<file path="src/design/atf_cfg.svh">
// register offsets, field positions and reset values for the trigger block
`ifndef ATF_CFG_SVH
`define ATF_CFG_SVH
`define ATF_OFS_CTRL0      4'h0
`define ATF_OFS_CTRL1      4'h1
`define ATF_OFS_TRIGNEG    4'h2
`define ATF_OFS_RESH       4'h3
`define ATF_OFS_RESL       4'h4
`define ATF_ADDR_W         12
`define ATF_RST_BYTE       8'h00
`define ATF_TRIG_HI        7
`define ATF_TRIG_LO        4
`define ATF_NEG_HI         3
`define ATF_NEG_LO         0
`define ATF_PCH_HI         6
`define ATF_PCH_LO         2
`define ATF_EN_BIT         0
`define ATF_GO_BIT         1
`define ATF_FMT_BIT        7
`define ATF_NREF_BIT       2
`define ATF_CTRL1_MASK     8'hF7
`define ATF_NEG_MAX_AN     4'hD
`define ATF_NEG_REF        4'hF
`define ATF_NEG_OFF        5'h10
`define ATF_RESP_OKAY      2'h0
`define ATF_RESP_SLVERR    2'h2
`define ATF_TRG_CAPTURE_COMPARE_UNIT_1       4'h1
`define ATF_TRG_CAPTURE_COMPARE_UNIT_2       4'h2
`define ATF_TRG_P1_PER     4'h4
`define ATF_TRG_P1_RISE    4'h5
`define ATF_TRG_P1_FALL    4'h6
`define ATF_TRG_P2_PER     4'h7
`define ATF_TRG_P2_RISE    4'h8
`define ATF_TRG_P2_FALL    4'h9
`define ATF_TRG_P3_PER     4'hA
`define ATF_TRG_P3_RISE    4'hB
`define ATF_TRG_P3_FALL    4'hC
`endif

</file>
<file path="src/design/atf_pkg.sv">
// types shared by the trigger and result format block
package atf_pkg;
    // trigger event inputs from sibling units
    typedef struct packed {
        logic capture_compare_unit_1;
        logic capture_compare_unit_2;
        logic [2:0] pwm1;   // falling, rising, period
        logic [2:0] pwm2;
        logic [2:0] pwm3;
    } atf_trig_t;
    // conversion result handed in by the analog core
    typedef struct packed {
        logic        valid;
        logic        sign;
        logic [11:0] mag;
    } atf_result_t;
    // register read bus states
    typedef enum logic [1:0] {
        ST_IDLE = 2'b01,
        ST_RESP = 2'b10
    } atf_bus_st_t;
endpackage

</file>
<file path="src/design/atf_top.sv">
// converter trigger selection, input mux select and result formatting
`include "atf_cfg.svh"
`timescale 1ns/1ns
`default_nettype none
module atf_top #(
    parameter bit HAS_PWM3 = 1'b1   // third pwm unit present
) (
    // clock and reset
    input  wire logic                core_clk_i,
    input  wire logic                rst_n_i,
    // axi4-lite write address / data / response
    input  wire logic [`ATF_ADDR_W-1:0] s_awaddr_i,
    input  wire logic                s_awvalid_i,
    output logic                     s_awready_o,
    input  wire logic [31:0]         s_wdata_i,
    input  wire logic [3:0]          s_wstrb_i,
    input  wire logic                s_wvalid_i,
    output logic                     s_wready_o,
    output logic [1:0]               s_bresp_o,
    output logic                     s_bvalid_o,
    input  wire logic                s_bready_i,
    // axi4-lite read
    input  wire logic [`ATF_ADDR_W-1:0] s_araddr_i,
    input  wire logic                s_arvalid_i,
    output logic                     s_arready_o,
    output logic [31:0]              s_rdata_o,
    output logic [1:0]               s_rresp_o,
    output logic                     s_rvalid_o,
    input  wire logic                s_rready_i,
    // trigger events and converter core
    input  wire atf_pkg::atf_trig_t  trig_i,
    input  wire atf_pkg::atf_result_t result_i,
    output logic                     conv_start_o,
    output logic                     converter_enable_o,
    output logic [4:0]               positive_channel_select_o,
    output logic [4:0]               negative_mux_o,
    output logic                     negative_reference_select_o
);
    // register storage
    logic [7:0] ctrl0_ff;           // enable, go, channel, width mode
    logic [7:0] ctrl1_ff;           // format, clock, references
    logic [7:0] trigneg_ff;         // trigger and negative channel
    logic [7:0] resh_ff;            // result high byte
    logic [7:0] resl_ff;            // result low byte
    logic       trig_q_ff;          // previous selected trigger level
    logic       nxt_trig;           // selected trigger level now
    logic       trig_rise;          // rising edge of selected trigger
    // bus handshake state
    logic       aw_got_ff;
    logic       w_got_ff;
    logic [`ATF_ADDR_W-1:0] awaddr_ff;
    logic [31:0] wdata_ff;
    logic [3:0]  wstrb_ff;
    atf_pkg::atf_bus_st_t rd_st_ff;
    logic       wr_fire;            // both halves of a write held
    logic [7:0] wbyte;              // lane 0 of write data

    // word index of a byte address, or all ones when off grid
    function automatic logic [3:0] reg_idx(input logic [`ATF_ADDR_W-1:0] a);
        if (a[1:0] != 2'h0 || a[`ATF_ADDR_W-1:5] != '0) begin
            reg_idx = 4'hF;
        end else begin
            reg_idx = a[5:2];
        end
    endfunction

    // trigger mux; reserved and zero codes give no source
    always_comb begin
        unique case (trigneg_ff[`ATF_TRIG_HI:`ATF_TRIG_LO])
            `ATF_TRG_CAPTURE_COMPARE_UNIT_1:    nxt_trig = trig_i.capture_compare_unit_1;
            `ATF_TRG_CAPTURE_COMPARE_UNIT_2:    nxt_trig = trig_i.capture_compare_unit_2;
            `ATF_TRG_P1_PER:  nxt_trig = trig_i.pwm1[0];
            `ATF_TRG_P1_RISE: nxt_trig = trig_i.pwm1[1];
            `ATF_TRG_P1_FALL: nxt_trig = trig_i.pwm1[2];
            `ATF_TRG_P2_PER:  nxt_trig = trig_i.pwm2[0];
            `ATF_TRG_P2_RISE: nxt_trig = trig_i.pwm2[1];
            `ATF_TRG_P2_FALL: nxt_trig = trig_i.pwm2[2];
            `ATF_TRG_P3_PER:  nxt_trig = HAS_PWM3 & trig_i.pwm3[0];
            `ATF_TRG_P3_RISE: nxt_trig = HAS_PWM3 & trig_i.pwm3[1];
            `ATF_TRG_P3_FALL: nxt_trig = HAS_PWM3 & trig_i.pwm3[2];
            default:          nxt_trig = 1'b0;
        endcase
    end

    // edge detect on the selected source
    always_ff @(posedge core_clk_i) begin
        if (!rst_n_i) begin
            trig_q_ff <= 1'b0;
        end else begin
            trig_q_ff <= nxt_trig;
        end
    end
    assign trig_rise = nxt_trig & ~trig_q_ff;

    // write channel capture; address and data in either order
    assign wr_fire = aw_got_ff & w_got_ff;
    always_ff @(posedge core_clk_i) begin
        if (!rst_n_i) begin
            aw_got_ff <= 1'b0;
            w_got_ff  <= 1'b0;
            awaddr_ff <= '0;
            wdata_ff  <= '0;
            wstrb_ff  <= 4'h0;
            s_bvalid_o <= 1'b0;
            s_bresp_o  <= `ATF_RESP_OKAY;
        end else begin
            if (s_awvalid_i && s_awready_o) begin
                aw_got_ff <= 1'b1;
                awaddr_ff <= s_awaddr_i;
            end
            if (s_wvalid_i && s_wready_o) begin
                w_got_ff <= 1'b1;
                wdata_ff <= s_wdata_i;
                wstrb_ff <= s_wstrb_i;
            end
            if (wr_fire) begin
                aw_got_ff  <= 1'b0;
                w_got_ff   <= 1'b0;
                s_bvalid_o <= 1'b1;
                s_bresp_o  <= (reg_idx(awaddr_ff) > `ATF_OFS_RESL)
                              ? `ATF_RESP_SLVERR : `ATF_RESP_OKAY;
            end else if (s_bvalid_o && s_bready_i) begin
                s_bvalid_o <= 1'b0;
            end
        end
    end
    // ready only while that half is not yet held and no response pends
    always_ff @(posedge core_clk_i) begin
        if (!rst_n_i) begin
            s_awready_o <= 1'b0;
            s_wready_o  <= 1'b0;
        end else begin
            s_awready_o <= ~s_bvalid_o & ~wr_fire & ~aw_got_ff
                           & ~(s_awvalid_i & s_awready_o);
            s_wready_o  <= ~s_bvalid_o & ~wr_fire & ~w_got_ff
                           & ~(s_wvalid_i & s_wready_o);
        end
    end
    assign wbyte = wdata_ff[7:0];

    // control registers; go set by trigger wins over software clear
    always_ff @(posedge core_clk_i) begin
        if (!rst_n_i) begin
            ctrl0_ff   <= `ATF_RST_BYTE;
            ctrl1_ff   <= `ATF_RST_BYTE;
            trigneg_ff <= `ATF_RST_BYTE;
        end else begin
            if (wr_fire && wstrb_ff[0]) begin
                unique case (reg_idx(awaddr_ff))
                    `ATF_OFS_CTRL0:   ctrl0_ff <= wbyte;
                    `ATF_OFS_CTRL1:   ctrl1_ff <= wbyte & `ATF_CTRL1_MASK;
                    `ATF_OFS_TRIGNEG: trigneg_ff <= wbyte;
                    default: ;
                endcase
            end
            // completion clears go unless a new trigger arrives
            if (result_i.valid && ctrl0_ff[`ATF_GO_BIT]) begin
                ctrl0_ff[`ATF_GO_BIT] <= 1'b0;
            end
            if (trig_rise && ctrl0_ff[`ATF_EN_BIT]) begin
                ctrl0_ff[`ATF_GO_BIT] <= 1'b1;
            end
        end
    end

    // result bytes: no reset, loaded together at completion
    always_ff @(posedge core_clk_i) begin
        if (result_i.valid && ctrl0_ff[`ATF_GO_BIT]) begin
            if (ctrl1_ff[`ATF_FMT_BIT]) begin
                resh_ff <= {{4{result_i.sign}},
                            result_i.mag[11:8]};
                resl_ff <= result_i.mag[7:0];
            end else begin
                resh_ff <= result_i.mag[11:4];
                resl_ff <= {result_i.mag[3:0], 3'h0,
                            result_i.sign};
            end
        end else if (wr_fire && wstrb_ff[0]) begin
            if (reg_idx(awaddr_ff) == `ATF_OFS_RESH) begin
                resh_ff <= wbyte;
            end
            if (reg_idx(awaddr_ff) == `ATF_OFS_RESL) begin
                resl_ff <= wbyte;
            end
        end
    end

    // read channel: one read at a time, data one cycle after address
    always_ff @(posedge core_clk_i) begin
        if (!rst_n_i) begin
            rd_st_ff    <= atf_pkg::ST_IDLE;
            s_arready_o <= 1'b0;
            s_rvalid_o  <= 1'b0;
            s_rdata_o   <= '0;
            s_rresp_o   <= `ATF_RESP_OKAY;
        end else begin
            unique case (rd_st_ff)
                atf_pkg::ST_IDLE: begin
                    s_arready_o <= ~(s_arvalid_i & s_arready_o);
                    if (s_arvalid_i && s_arready_o) begin
                        rd_st_ff   <= atf_pkg::ST_RESP;
                        s_rvalid_o <= 1'b1;
                        s_rresp_o  <= `ATF_RESP_OKAY;
                        unique case (reg_idx(s_araddr_i))
                            `ATF_OFS_CTRL0:   s_rdata_o <= {24'h0, ctrl0_ff};
                            `ATF_OFS_CTRL1:   s_rdata_o <= {24'h0, ctrl1_ff};
                            `ATF_OFS_TRIGNEG: s_rdata_o <= {24'h0, trigneg_ff};
                            `ATF_OFS_RESH:    s_rdata_o <= {24'h0, resh_ff};
                            `ATF_OFS_RESL:    s_rdata_o <= {24'h0, resl_ff};
                            default: begin
                                s_rdata_o <= '0;
                                s_rresp_o <= `ATF_RESP_SLVERR;
                            end
                        endcase
                    end
                end
                atf_pkg::ST_RESP: begin
                    if (s_rready_i) begin
                        s_rvalid_o  <= 1'b0;
                        rd_st_ff    <= atf_pkg::ST_IDLE;
                        s_arready_o <= 1'b1;
                    end
                end
            endcase
        end
    end

    // converter side outputs, all registered
    always_ff @(posedge core_clk_i) begin
        if (!rst_n_i) begin
            conv_start_o                <= 1'b0;
            converter_enable_o          <= 1'b0;
            positive_channel_select_o   <= 5'h0;
            negative_mux_o              <= `ATF_NEG_OFF;
            negative_reference_select_o <= 1'b0;
        end else begin
            conv_start_o       <= trig_rise & ctrl0_ff[`ATF_EN_BIT];
            converter_enable_o <= ctrl0_ff[`ATF_EN_BIT];
            positive_channel_select_o <=
                ctrl0_ff[`ATF_PCH_HI:`ATF_PCH_LO];
            negative_reference_select_o <= ctrl1_ff[`ATF_NREF_BIT];
            if (!ctrl0_ff[`ATF_EN_BIT]) begin
                negative_mux_o <= `ATF_NEG_OFF;
            end else begin
                negative_mux_o <= {1'b0,
                    trigneg_ff[`ATF_NEG_HI:`ATF_NEG_LO]};
            end
        end
    end

    // assertions
    a_trig_sets_go: assert property (@(posedge core_clk_i)
        disable iff (!rst_n_i)
        (trig_rise && ctrl0_ff[`ATF_EN_BIT]) |=> ctrl0_ff[`ATF_GO_BIT])
        else $error("trigger edge did not set go");
    a_reserved_no_start: assert property (@(posedge core_clk_i)
        disable iff (!rst_n_i)
        (trigneg_ff[7:4] == 4'h3 || trigneg_ff[7:4] > 4'hC
         || trigneg_ff[7:4] == 4'h0) |-> !trig_rise)
        else $error("reserved trigger code started conversion");
    a_capture_compare_unit_1_select: assert property (@(posedge core_clk_i)
        disable iff (!rst_n_i)
        (trigneg_ff[7:4] == 4'h1) |-> (nxt_trig == trig_i.capture_compare_unit_1))
        else $error("code one not routed to first capture unit");
    a_pwm2_fall: assert property (@(posedge core_clk_i)
        disable iff (!rst_n_i)
        (trigneg_ff[7:4] == 4'h9) |-> (nxt_trig == trig_i.pwm2[2]))
        else $error("code nine not routed to pwm2 falling");
    a_pwm1_rise: assert property (@(posedge core_clk_i)
        disable iff (!rst_n_i)
        (trigneg_ff[7:4] == 4'h5) |-> (nxt_trig == trig_i.pwm1[1]))
        else $error("code five not routed to pwm1 rising");
    a_mux_off: assert property (@(posedge core_clk_i)
        disable iff (!rst_n_i)
        $past(!ctrl0_ff[0]) && $past(rst_n_i) |-> negative_mux_o[4])
        else $error("mux connected while converter disabled");
    a_fmt0_layout: assert property (@(posedge core_clk_i)
        (result_i.valid && ctrl0_ff[1] && !ctrl1_ff[7] && rst_n_i)
        |=> resl_ff == {$past(result_i.mag[3:0]), 3'h0,
                        $past(result_i.sign)})
        else $error("format 0 low byte wrong");
    a_fmt1_layout: assert property (@(posedge core_clk_i)
        (result_i.valid && ctrl0_ff[1] && ctrl1_ff[7] && rst_n_i)
        |=> resh_ff == {{4{$past(result_i.sign)}},
                        $past(result_i.mag[11:8])})
        else $error("format 1 high byte wrong");
    a_reset_clear: assert property (@(posedge core_clk_i)
        !rst_n_i |=> trigneg_ff == 8'h00)
        else $error("trigger register not cleared by reset");
    a_fmt0_high: assert property (@(posedge core_clk_i)
        (result_i.valid && ctrl0_ff[`ATF_GO_BIT]
         && !ctrl1_ff[`ATF_FMT_BIT] && rst_n_i)
        |=> resh_ff == $past(result_i.mag[11:4]))
        else $error("format 0 high byte wrong");
    a_fmt0_zero: assert property (@(posedge core_clk_i)
        (result_i.valid && ctrl0_ff[`ATF_GO_BIT]
         && !ctrl1_ff[`ATF_FMT_BIT] && rst_n_i)
        |=> resl_ff[3:1] == 3'h0)
        else $error("format 0 extended low bits not zero");
    a_fmt1_low: assert property (@(posedge core_clk_i)
        (result_i.valid && ctrl0_ff[`ATF_GO_BIT]
         && ctrl1_ff[`ATF_FMT_BIT] && rst_n_i)
        |=> resl_ff == $past(result_i.mag[7:0]))
        else $error("format 1 low byte wrong");
    a_neg_chan: assert property (@(posedge core_clk_i)
        disable iff (!rst_n_i)
        $past(ctrl0_ff[`ATF_EN_BIT]) && $past(rst_n_i)
        |-> negative_mux_o == {1'b0,
            $past(trigneg_ff[`ATF_NEG_HI:`ATF_NEG_LO])})
        else $error("negative channel not routed");
    a_start_pulse: assert property (@(posedge core_clk_i)
        disable iff (!rst_n_i)
        (trig_rise && ctrl0_ff[`ATF_EN_BIT]) |=> conv_start_o)
        else $error("trigger edge gave no start pulse");
    a_done_clears: assert property (@(posedge core_clk_i)
        disable iff (!rst_n_i)
        (result_i.valid && ctrl0_ff[`ATF_GO_BIT]
         && !(trig_rise && ctrl0_ff[`ATF_EN_BIT]))
        |=> !ctrl0_ff[`ATF_GO_BIT])
        else $error("completion did not clear go");
    a_capture_compare_unit_2_select: assert property (@(posedge core_clk_i)
        disable iff (!rst_n_i)
        (trigneg_ff[`ATF_TRIG_HI:`ATF_TRIG_LO] == `ATF_TRG_CAPTURE_COMPARE_UNIT_2)
        |-> (nxt_trig == trig_i.capture_compare_unit_2))
        else $error("code two not routed to second capture unit");
    a_pwm2_per: assert property (@(posedge core_clk_i)
        disable iff (!rst_n_i)
        (trigneg_ff[`ATF_TRIG_HI:`ATF_TRIG_LO] == `ATF_TRG_P2_PER)
        |-> (nxt_trig == trig_i.pwm2[0]))
        else $error("code seven not routed to pwm2 period");
    a_pwm3_fall: assert property (@(posedge core_clk_i)
        disable iff (!rst_n_i)
        (trigneg_ff[`ATF_TRIG_HI:`ATF_TRIG_LO] == `ATF_TRG_P3_FALL)
        |-> (nxt_trig == (HAS_PWM3 & trig_i.pwm3[2])))
        else $error("code twelve not routed to pwm3 falling");
    c_fmt0_load: cover property (@(posedge core_clk_i)
        disable iff (!rst_n_i) result_i.valid && ctrl0_ff[`ATF_GO_BIT]
        && !ctrl1_ff[`ATF_FMT_BIT]);
    c_go_race: cover property (@(posedge core_clk_i)
        disable iff (!rst_n_i) result_i.valid && ctrl0_ff[`ATF_GO_BIT]
        && trig_rise && ctrl0_ff[`ATF_EN_BIT]);
    c_auto_start: cover property (@(posedge core_clk_i)
        disable iff (!rst_n_i) conv_start_o);
    c_fmt1_load: cover property (@(posedge core_clk_i)
        disable iff (!rst_n_i) result_i.valid && ctrl0_ff[1] && ctrl1_ff[7]);
    c_neg_ref: cover property (@(posedge core_clk_i)
        disable iff (!rst_n_i) negative_mux_o == 5'h0F);
endmodule
`default_nettype wire

</file>
<file path="config.mk">
export PLATFORM = sky130hd
export DESIGN_NAME = atf_top
export DESIGN_NICKNAME = d
export VERILOG_FILES = /design/src/design/atf_pkg.sv /design/src/design/atf_top.sv
export VERILOG_INCLUDE_DIRS = /design/src /design/src/design
export SDC_FILE = /design/constraint.sdc
export NUM_CORES = 1
export LEC_CHECK = 0
export BUFFER_PORTS_ARGS = -buffer_cell sky130_fd_sc_hd__buf_2
export CORE_MARGIN = 1
export CORE_UTILIZATION = 35
export CTS_CLUSTER_SIZE = 20
export DETAILED_ROUTE_END_ITERATION = 6
export HOLD_SLACK_MARGIN = 0.06
export MAX_ROUTING_LAYER = met4
export PLACE_DENSITY = 0.7
export SETUP_SLACK_MARGIN = 0.05
export SLEW_MARGIN = 40
export SYNTH_ARGS = -nofsm -noshare
export SYNTH_HDL_FRONTEND = slang
export SYNTH_SLANG_ARGS = --single-unit
</file>
<file path="constraint.sdc">
create_clock -name core_clk_i -period 2.8 [get_ports core_clk_i]
set_input_delay 0.84 -clock core_clk_i [delete_from_list [all_inputs] [get_ports core_clk_i]]
set_output_delay 0.84 -clock core_clk_i [all_outputs]
set_load 0.02 [all_outputs]
</file>
# [Word-level counts from Yosys, hierarchy flattened]
# Index checks and enable logic that the tools add are counted.
[classes] order_cmp=1 reduce_logical=32 bitwise=20 eq_ne=23 muxes=37
[ops] cell="two-way mux 8 bit" n=8
[ops] cell="two-way mux 4 bit" n=10
[ops] cell="case mux 8 bit (5 select lines)" n=1
[ops] cell="equality test 4 x 3 -> 1 bit (second input constant)" n=6
[ops] cell="equality test 4 x 2 -> 1 bit (second input constant)" n=5
[ops] cell="equality test 4 bit (second input constant)" n=5
[ops] cell="AND reduction 2 bit" n=9
[ops] cell="nonzero test 7 bit" n=2
[ops] cell="equality test 4 x 1 -> 1 bit (second input constant)" n=3
[ops] cell="two-way mux 2 bit" n=6
[ops] cell="nonzero test 2 bit" n=6
[ops] cell="bitwise AND 1 bit" n=11
[ops] cell="case mux 1 bit (11 select lines)" n=1
[ops] cell="NOT 1 bit" n=9
[ops] cell="logical NOT 4 bit" n=2
[ops] cell="logical AND 1 bit" n=7
[ops] cell="two-way mux 1 bit" n=7
[ops] cell="nonzero test 3 bit" n=2
[ops] cell="two-way mux 5 bit" n=1
[ops] cell="OR reduction 5 bit" n=1
[ops] cell="> comparator 4 x 3 -> 1 bit (second input constant)" n=1
[ops] cell="!= test 2 bit (second input constant)" n=2
[ops] cell="case mux 1 bit (2 select lines)" n=2
[ops] cell="case mux 2 bit (2 select lines)" n=1
[ops] cell="other kinds (4)" n=5
[totals] out_inout_bits=54 input_bits=92 register_bits=119 wordCells=140

# [Longest topological paths before layout]
# Gate-level depths: netlist (run 1).
[logic_depth] depth_word=10 ltp_mapped=6 depth_no_buf=4

# [Worst setup path before layout (run 1)]
# No wires, ideal clock.
[synth_timing] path_kind="input -> register" from="input s_araddr_i[7]" to="register s_rdata_o[0]" setup_ns=0.058 t_arrival_ns=2.135 cell_stages=5 required_time_ns=2.742 setup_slack_ns=0.607 cell_sequence="or4_4 -> a2111oi_4 -> and3_1 -> buf_6 -> a22o_2"
[synth_via] elab_chain_cells=8
[synth_lines] element="from (decl)" line="atf_top.sv:23" source="input wire logic [`ATF_ADDR_W-1:0] s_araddr_i,"
[synth_lines] element="nonzero test 7 bit *" line="atf_top.sv:60" source="if (a[1:0] != 2'h0 || a[`ATF_ADDR_W-1:5] != '0) begin"
[synth_lines] element="logical OR 1 bit *" line="atf_top.sv:60"
[synth_lines] element="two-way mux 4 bit *" line="atf_top.sv:60"
[synth_lines] element="two-way mux 4 bit *" line="atf_top.sv:200" source="if (s_arvalid_i && s_arready_o) begin"
[synth_lines] element="two-way mux 4 bit *" line="atf_top.sv:197" source="unique case (rd_st_ff)"
[synth_lines] element="two-way mux 4 bit *" line="atf_top.sv:190" source="if (!rst_n_i) begin"
[synth_lines] element="equality test 4 x 3 -> 1 bit (tied with other cells)" line="atf_top.sv:204" source="unique case (reg_idx(s_araddr_i))"
[synth_lines] element="case mux 8 bit (5 select lines) *" line="atf_top.sv:204"
[synth_lines] element="to (signal assigned)" line="atf_top.sv:205" source="`ATF_OFS_CTRL0: s_rdata_o <= {24'h0, ctrl0_ff};"
[synth_lines] element="to (signal assigned)" line="atf_top.sv:206" source="`ATF_OFS_CTRL1: s_rdata_o <= {24'h0, ctrl1_ff};"
[synth_lines] element="to (signal assigned)" line="atf_top.sv:207" source="`ATF_OFS_TRIGNEG: s_rdata_o <= {24'h0, trigneg_ff};"
[synth_lines] element="to (decl)" line="atf_top.sv:26" source="output logic [31:0] s_rdata_o,"
# Mark *: on every way between the ends. The rest lies on a longest branch, timed or not. The select of a mux whose other input is x is not followed.
# A chain may end at the register's enable or synchronous reset.

# [Final worst setup path (run 1)]
[layout_timing] from="input s_araddr_i[1]" to="register s_rdata_o[0]"
[layout_via] elab_chain_cells=8
[layout_lines] element="nonzero test 2 bit *" line="atf_top.sv:60"
[layout_lines] element="logical OR 1 bit *" line="atf_top.sv:60"
[layout_lines] element="two-way mux 4 bit *" line="atf_top.sv:60"
[layout_lines] element="two-way mux 4 bit *" line="atf_top.sv:200"
[layout_lines] element="two-way mux 4 bit *" line="atf_top.sv:197"
[layout_lines] element="two-way mux 4 bit *" line="atf_top.sv:190"
[layout_lines] element="equality test 4 x 3 -> 1 bit (tied with other cells)" line="atf_top.sv:204"
[layout_lines] element="case mux 8 bit (5 select lines) *" line="atf_top.sv:204"
# Marks and branches as above.

==> results of run 1 <==
[routing by layer]
metal | wire length [µm] | share of wire
met2 | 4640 | 0.49
met1 | 4180 | 0.44
met5 | 0 | 0
met4 | 126 | 0.013
met3 | 453 | 0.048
[final cells by class]
| type | count | area [µm²] |
|---|---|---|
| fillers | 1146 | 6600 |
| multi-input cells | 309 | 2010 |
| flip-flops and latches | 92 | 2000 |
| repair buffers | 100 | 520 |
| clock buffers | 10 | 250 |
| well taps | 143 | 179 |
| clock inverters | 6 | 43.8 |
| inverters | 4 | 15.0 |
[worst min-delay path, cell delays in order (launching register included)]
cell and delay [ns]:
dfxtp_1 0.31, nand2_1 0.05, mux2i_1 0.05
[registers in the layout, indices dropped and copies added, names as in the netlist, 5 cells and up]
signal / flops
trigneg_ff: 8
ctrl1_ff: 7
negative_mux_o: 5
s_rdata_o: 8
resl_ff: 8
ctrl0_ff: 8
wdata_ff: 8
awaddr_ff: 12
positive_channel_select_o: 5
resh_ff: 8
[cell usage after synthesis (3+ instances only)]
cell type,number,share of area
o22ai_1,7,0.010
and2_1,9,0.013
a21oi_1,14,0.017
clkbuf_1,15,0.013
a21boi_0,23,0.041
and3_1,5,0.0074
nand2_1,76,0.067
mux2i_1,44,0.10
or2_2,3,0.0044
o21ai_0,7,0.0083
buf_2,5,0.0059
nand3_1,5,0.0059
edfxtp_1,16,0.11
nor2_1,8,0.0071
inv_1,4,0.0036
dfxtp_1,76,0.36
nand3b_1,11,0.020
nor2b_1,17,0.025
buf_4,26,0.046
nor3_1,3,0.0036
a221o_1,7,0.017
nand2b_1,7,0.010
a22o_2,8,0.019
[through the flow]
step	power [mW]	area, µm²	util
2_1_floorplan	1.60	4320	-
3_3_place_gp	1.66	4720	0.406
3_5_place_dp	1.67	4720	0.406
4_1_cts	2.85	5010	0.432
5_1_grt	2.94	5020	0.432
6_report	2.82	5020	0.432
[worst max path at each step]
| stage | end | start | cells past startpoint | slack [ns] |
|---|---|---|---|---|
| final | s_rdata_o[0] | s_araddr_i[1] | 5 | 0.66 |
| after global routing | s_rdata_o[7] | s_araddr_i[1] | 5 | 0.61 |
| after CTS | s_rdata_o[0] | s_araddr_i[1] | 5 | 0.68 |
| after detailed placement | s_rdata_o[0] | s_araddr_i[1] | 5 | 0.33 |
| after global placement | s_rdata_o[0] | s_araddr_i[1] | 5 | 0.35 |
| after floorplan | s_rdata_o[0] | s_araddr_i[7] | 5 | 0.61 |
[cells by family after synthesis]
group | after synthesis | synth area share
and+or+nand+nor | 161 | 0.203
DFF | 92 | 0.474
AOI/OAI and AO/OA | 76 | 0.137
buffers and inverters | 54 | 0.0761
muxes | 46 | 0.109
other | 1 | 0.000887
[power by group through the flow]
stage	Sequential, mW	Combinational (mW)	Clock [mW]
floorplan	1.43	0.173	0
global placement	1.43	0.233	0
detailed placement	1.43	0.240	0
CTS	1.40	0.241	1.21
global route	1.40	0.267	1.26
finish	1.40	0.240	1.18
==> flow_summary.toml, run 1 <==
[power]
p_seq_frac = 0.496
p_sw_frac = 0.246
power.density_nw_per_um2 = 563
pwr-share-clk = 0.419
ir_drop_mv = 0.375
pwr-share-comb = 0.085
internal-power_mw = 2.13
leakage_nw = 2.14
p_switching_mw = 0.695

[placed_design]
dp_cells = 648
place.gp.congestion = 0.804
dp_hpwl_mm = 7.21
portBuffers = 92
dp_slack_ns = 0.331

[worst_setup_path]
worstPathRequired_ns = 3.09
cp-start-kind = "input port"
crit_path_end_kind = "register"
cp_max_fo = 7
rr_worst_depth = 3
r2r-start = "aw_got_ff"
crit_family = "simple AND/OR/NAND/NOR gates"
reg2reg_to = "resl_ff[2]"
slowest_delay_ns = 0.60
cp_num_buf_inv = 1
cp_cell_sequence = "buf_2 -> or4_1 -> nor3_2 -> a221o_1 -> a22o_2"
path_class = "in -> reg"
rrSetupSlack_ns = 0.84
slowest_stage = "or4_1"
cp.arrival_ns = 2.43

[layout]
final_cell_count_no_fill = 664
finalNetCount = 608
diodes = 0
final_common_cell = "buf_2"
final_cell_mix = "buf_2 (92), nand2_1 (76), dfxtp_1 (76)"
areaGrowthSynthToFinish_pct = 18.7
drive_gt1_frac = 0.263

[yosys]
synth_cells = 430
netlist_area_um2 = 4230
avgSynthCellArea_um2 = 9.83
synthFlopType = "dfxtp_1"
yosysSeqAreaShare = 0.474
async_flop_share = 0
ys_seq_elements = 92
yosys_warnings = 0
synth_edf_count = 16
ys_types = 50

[clock_tree]
cts_sinks = 92
cts_setup_buffers = 0
cts_resized = 0
root_buffer = "clkbuf_16"
postCtsHoldBufs = 0
ctsHtreeMaxLevel = 3
cts_buffers = 9
insertion_delay_ns = 0.34
cts_tree = "yes"
cts.path.max_buffers = 2
path_clk_slew_ns = 0.07

[sta]
maxSlewViolCount = 0
holdWs_ns = 0.464
rsz0062_at_grt = "false"
fin_skew_ns = 0.00705
fmax_mhz = 467
finalCriticalPeriod_ns = 2.14
setup_slack_ns = 0.657
slew-limit-headroom = 0.487
finalCritPeriodShare = 0.765
hold_viol = 0
setup_viol = 0
tightest_slew_ns = 0.765
setup_tns_ns = 0

[status]
violations = "DRC"
status = "finished with violations"

[global_route]
met3_usage = 0.0523
grt_pass1_vias = 3152
grt.busiest_layer = "met2"
grtUsageMet1 = 0.188
grt_start_max_net_pins = 27
grt_overflow_total = 0
use_met2 = 0.275
antenna_found_initial = 0
grtUsageTotal = 0.164
grt_pass1_wl_mm = 15.5

[drt]
vias_per_cell = 4.91
drc_errors = 8
routed_wirelength_mm = 9.40
drtPass1Iterations = 7
ant_nets = 0
vias = 3262
detailedRoute.firstIterationViolations = 134
wl_per_cell_um = 14.2

[floorplanning]
row_count = 39
die_width_um = 112
dieHeight_um = 112
start_util = 0.364
die-area_um2 = 12500
coreArea_um2 = 11600
ioPinCount = 146

[worst_hold_path]
holdPathStages = 2
hp-start = "ctrl1_ff[4]"
hold_path.class = "reg -> reg"
holdPathEnd = "ctrl1_ff[4]"

[flow_run]
cap_violations = 0
(Power assumes the default switching activity.)
==> inputs of run 2 (changes only) <==
- clock period: 2.8 -> 2.2 ns (I/O delays scaled with it)
==> run 2 against run 1 <==
Effect of this change: the flow still finishes with violations (DRC); count of clock-buffer cells in the layout stayed put; largest cell class unchanged; sequential cell count stayed put; worst hold slack got worse by 0.0018 ns; cell count up 0.90%; combinational power up 28%; core utilization is 0.54 points higher; sequential share of layout area shrank 0.49 points.
==> flow_summary.toml, run 2 (synthesis gave the netlist of run 1 again) <==
[status]
status = "finished with violations"
violations = "DRC"

[sta]
maxSlewViolCount = 0
setup_slack_ns = 0.294
rsz0062_at_grt = "false"
finalCritPeriodShare = 0.866
fmax_mhz = 525
setup_viol = 0
finalCriticalPeriod_ns = 1.91
tightest_slew_ns = 0.720
slew-limit-headroom = 0.519
fin_skew_ns = 0.00606
setup_tns_ns = 0
hold_viol = 0
holdWs_ns = 0.462

[flow_run]
cap_violations = 0

[power]
total_power_mw = 3.62
leakage_nw = 2.17
power.density_nw_per_um2 = 712
ir_drop_mv = 0.469

[worst_setup_path]
rrSetupSlack_ns = 0.32
rr_worst_depth = 4
r2r-start = "awaddr_ff[1]"
cp_num_buf_inv = 1
worstPathRequired_ns = 2.49
cp_cell_sequence = "buf_2 -> or4_4 -> a2111oi_4 -> and3_1 -> a22o_2"
crit_path_end_kind = "register"
crit_family = "simple AND/OR/NAND/NOR gates"
path_class = "in -> reg"
slowest_stage = "or4_4"
cp-start-kind = "input port"
slowest_delay_ns = 0.55
reg2reg_to = "ctrl0_ff[1]"
cp.arrival_ns = 2.19
cp_max_fo = 8

[clock_tree]
postCtsHoldBufs = 0
cts_tree = "yes"
cts_resized = 0
ctsHtreeMaxLevel = 3
cts_sinks = 92
cts_buffers = 9
cts_setup_buffers = 0
path_clk_slew_ns = 0.06
root_buffer = "clkbuf_16"
insertion_delay_ns = 0.34
cts.path.max_buffers = 2

[layout]
final_cell_mix = "buf_2 (92), nand2_1 (76), dfxtp_1 (76)"
largest_register = "awaddr_ff"
diodes = 0
largest_register_ffs = 12
areaGrowthSynthToFinish_pct = 20.2
drive_gt1_frac = 0.269
fin_area_um2 = 5080
final_common_cell = "buf_2"
fillers = 1138
fin_util = 0.438
final_cell_count_no_fill = 670
finalNetCount = 614

[drt]
vias = 3264
drtPass1Iterations = 7
detailedRoute.firstIterationViolations = 129
routed_wirelength_mm = 9.34
wl_per_cell_um = 13.9
ant_nets = 0
vias_per_cell = 4.87
drc_errors = 8

[floorplanning]
die-area_um2 = 12500
row_count = 39
ioPinCount = 146
die_width_um = 112
coreArea_um2 = 11600
start_util = 0.364
dieHeight_um = 112

[global_route]
grt_overflow_total = 0
grt_start_max_net_pins = 24
grtUsageTotal = 0.161
antenna_found_initial = 0
grt_pass1_wl_mm = 15.3
grt_pass1_vias = 3141

[worst_hold_path]
hp-start = "awaddr_ff[8]"
holdPathStages = 2
hold_path.class = "reg -> reg"
holdPathEnd = "awaddr_ff[8]"

[placed_design]
dp_cells = 654
portBuffers = 92
dp_hpwl_mm = 7.26
dpl-instance-area_um2 = 4780
dp_slack_ns = -0.0762
place.gp.congestion = 0.796
## run 2: worst register-to-register path, cell delays in order, from the launching register on
cell and delay, ns:
dfxtp_1 0.32, nor4_2 0.55, nand4_2 0.47, mux2i_1 0.28, o221ai_1 0.13
## run 2: how the worst max path moves through the flow
stage	from	end	slack, ns	cells past startpoint
3_3_place_gp	s_araddr_i[7]	s_rdata_o[4]	-0.03	5
5_1_grt	awaddr_ff[9]	ctrl0_ff[1]	0.16	4
2_1_floorplan	s_araddr_i[7]	s_rdata_o[0]	0.19	5
4_1_cts	awaddr_ff[1]	ctrl0_ff[1]	0.29	4
3_5_place_dp	s_araddr_i[7]	s_rdata_o[5]	-0.08	5
6_report	s_araddr_i[7]	s_rdata_o[5]	0.29	5
## run 2: cell type report
type / count / area [µm²] / area share
repair buffers: 106 / 578 / 0.114
clock buffers: 10 / 239 / 0.0470
well taps: 143 / 179 / 0.0352
multi-input cells: 309 / 2000 / 0.394
flip-flops and latches: 92 / 2000 / 0.394
clock inverters: 6 / 63.8 / 0.0126
inverters: 4 / 15.0 / 0.00295
## run 2: report_power, final
part	internal, mW	leakage [nW]	switching [mW]
combinational	0.126	1.27	0.180
sequential	1.74	0.764	0.0381
clock	0.908	0.144	0.619
## run 2: per-layer routing
metal | global-route usage | part of all wire
met5 | - | 0
met4 | 0.0550 | 0.017
met3 | 0.0452 | 0.050
met2 | 0.264 | 0.49
met1 | 0.190 | 0.44
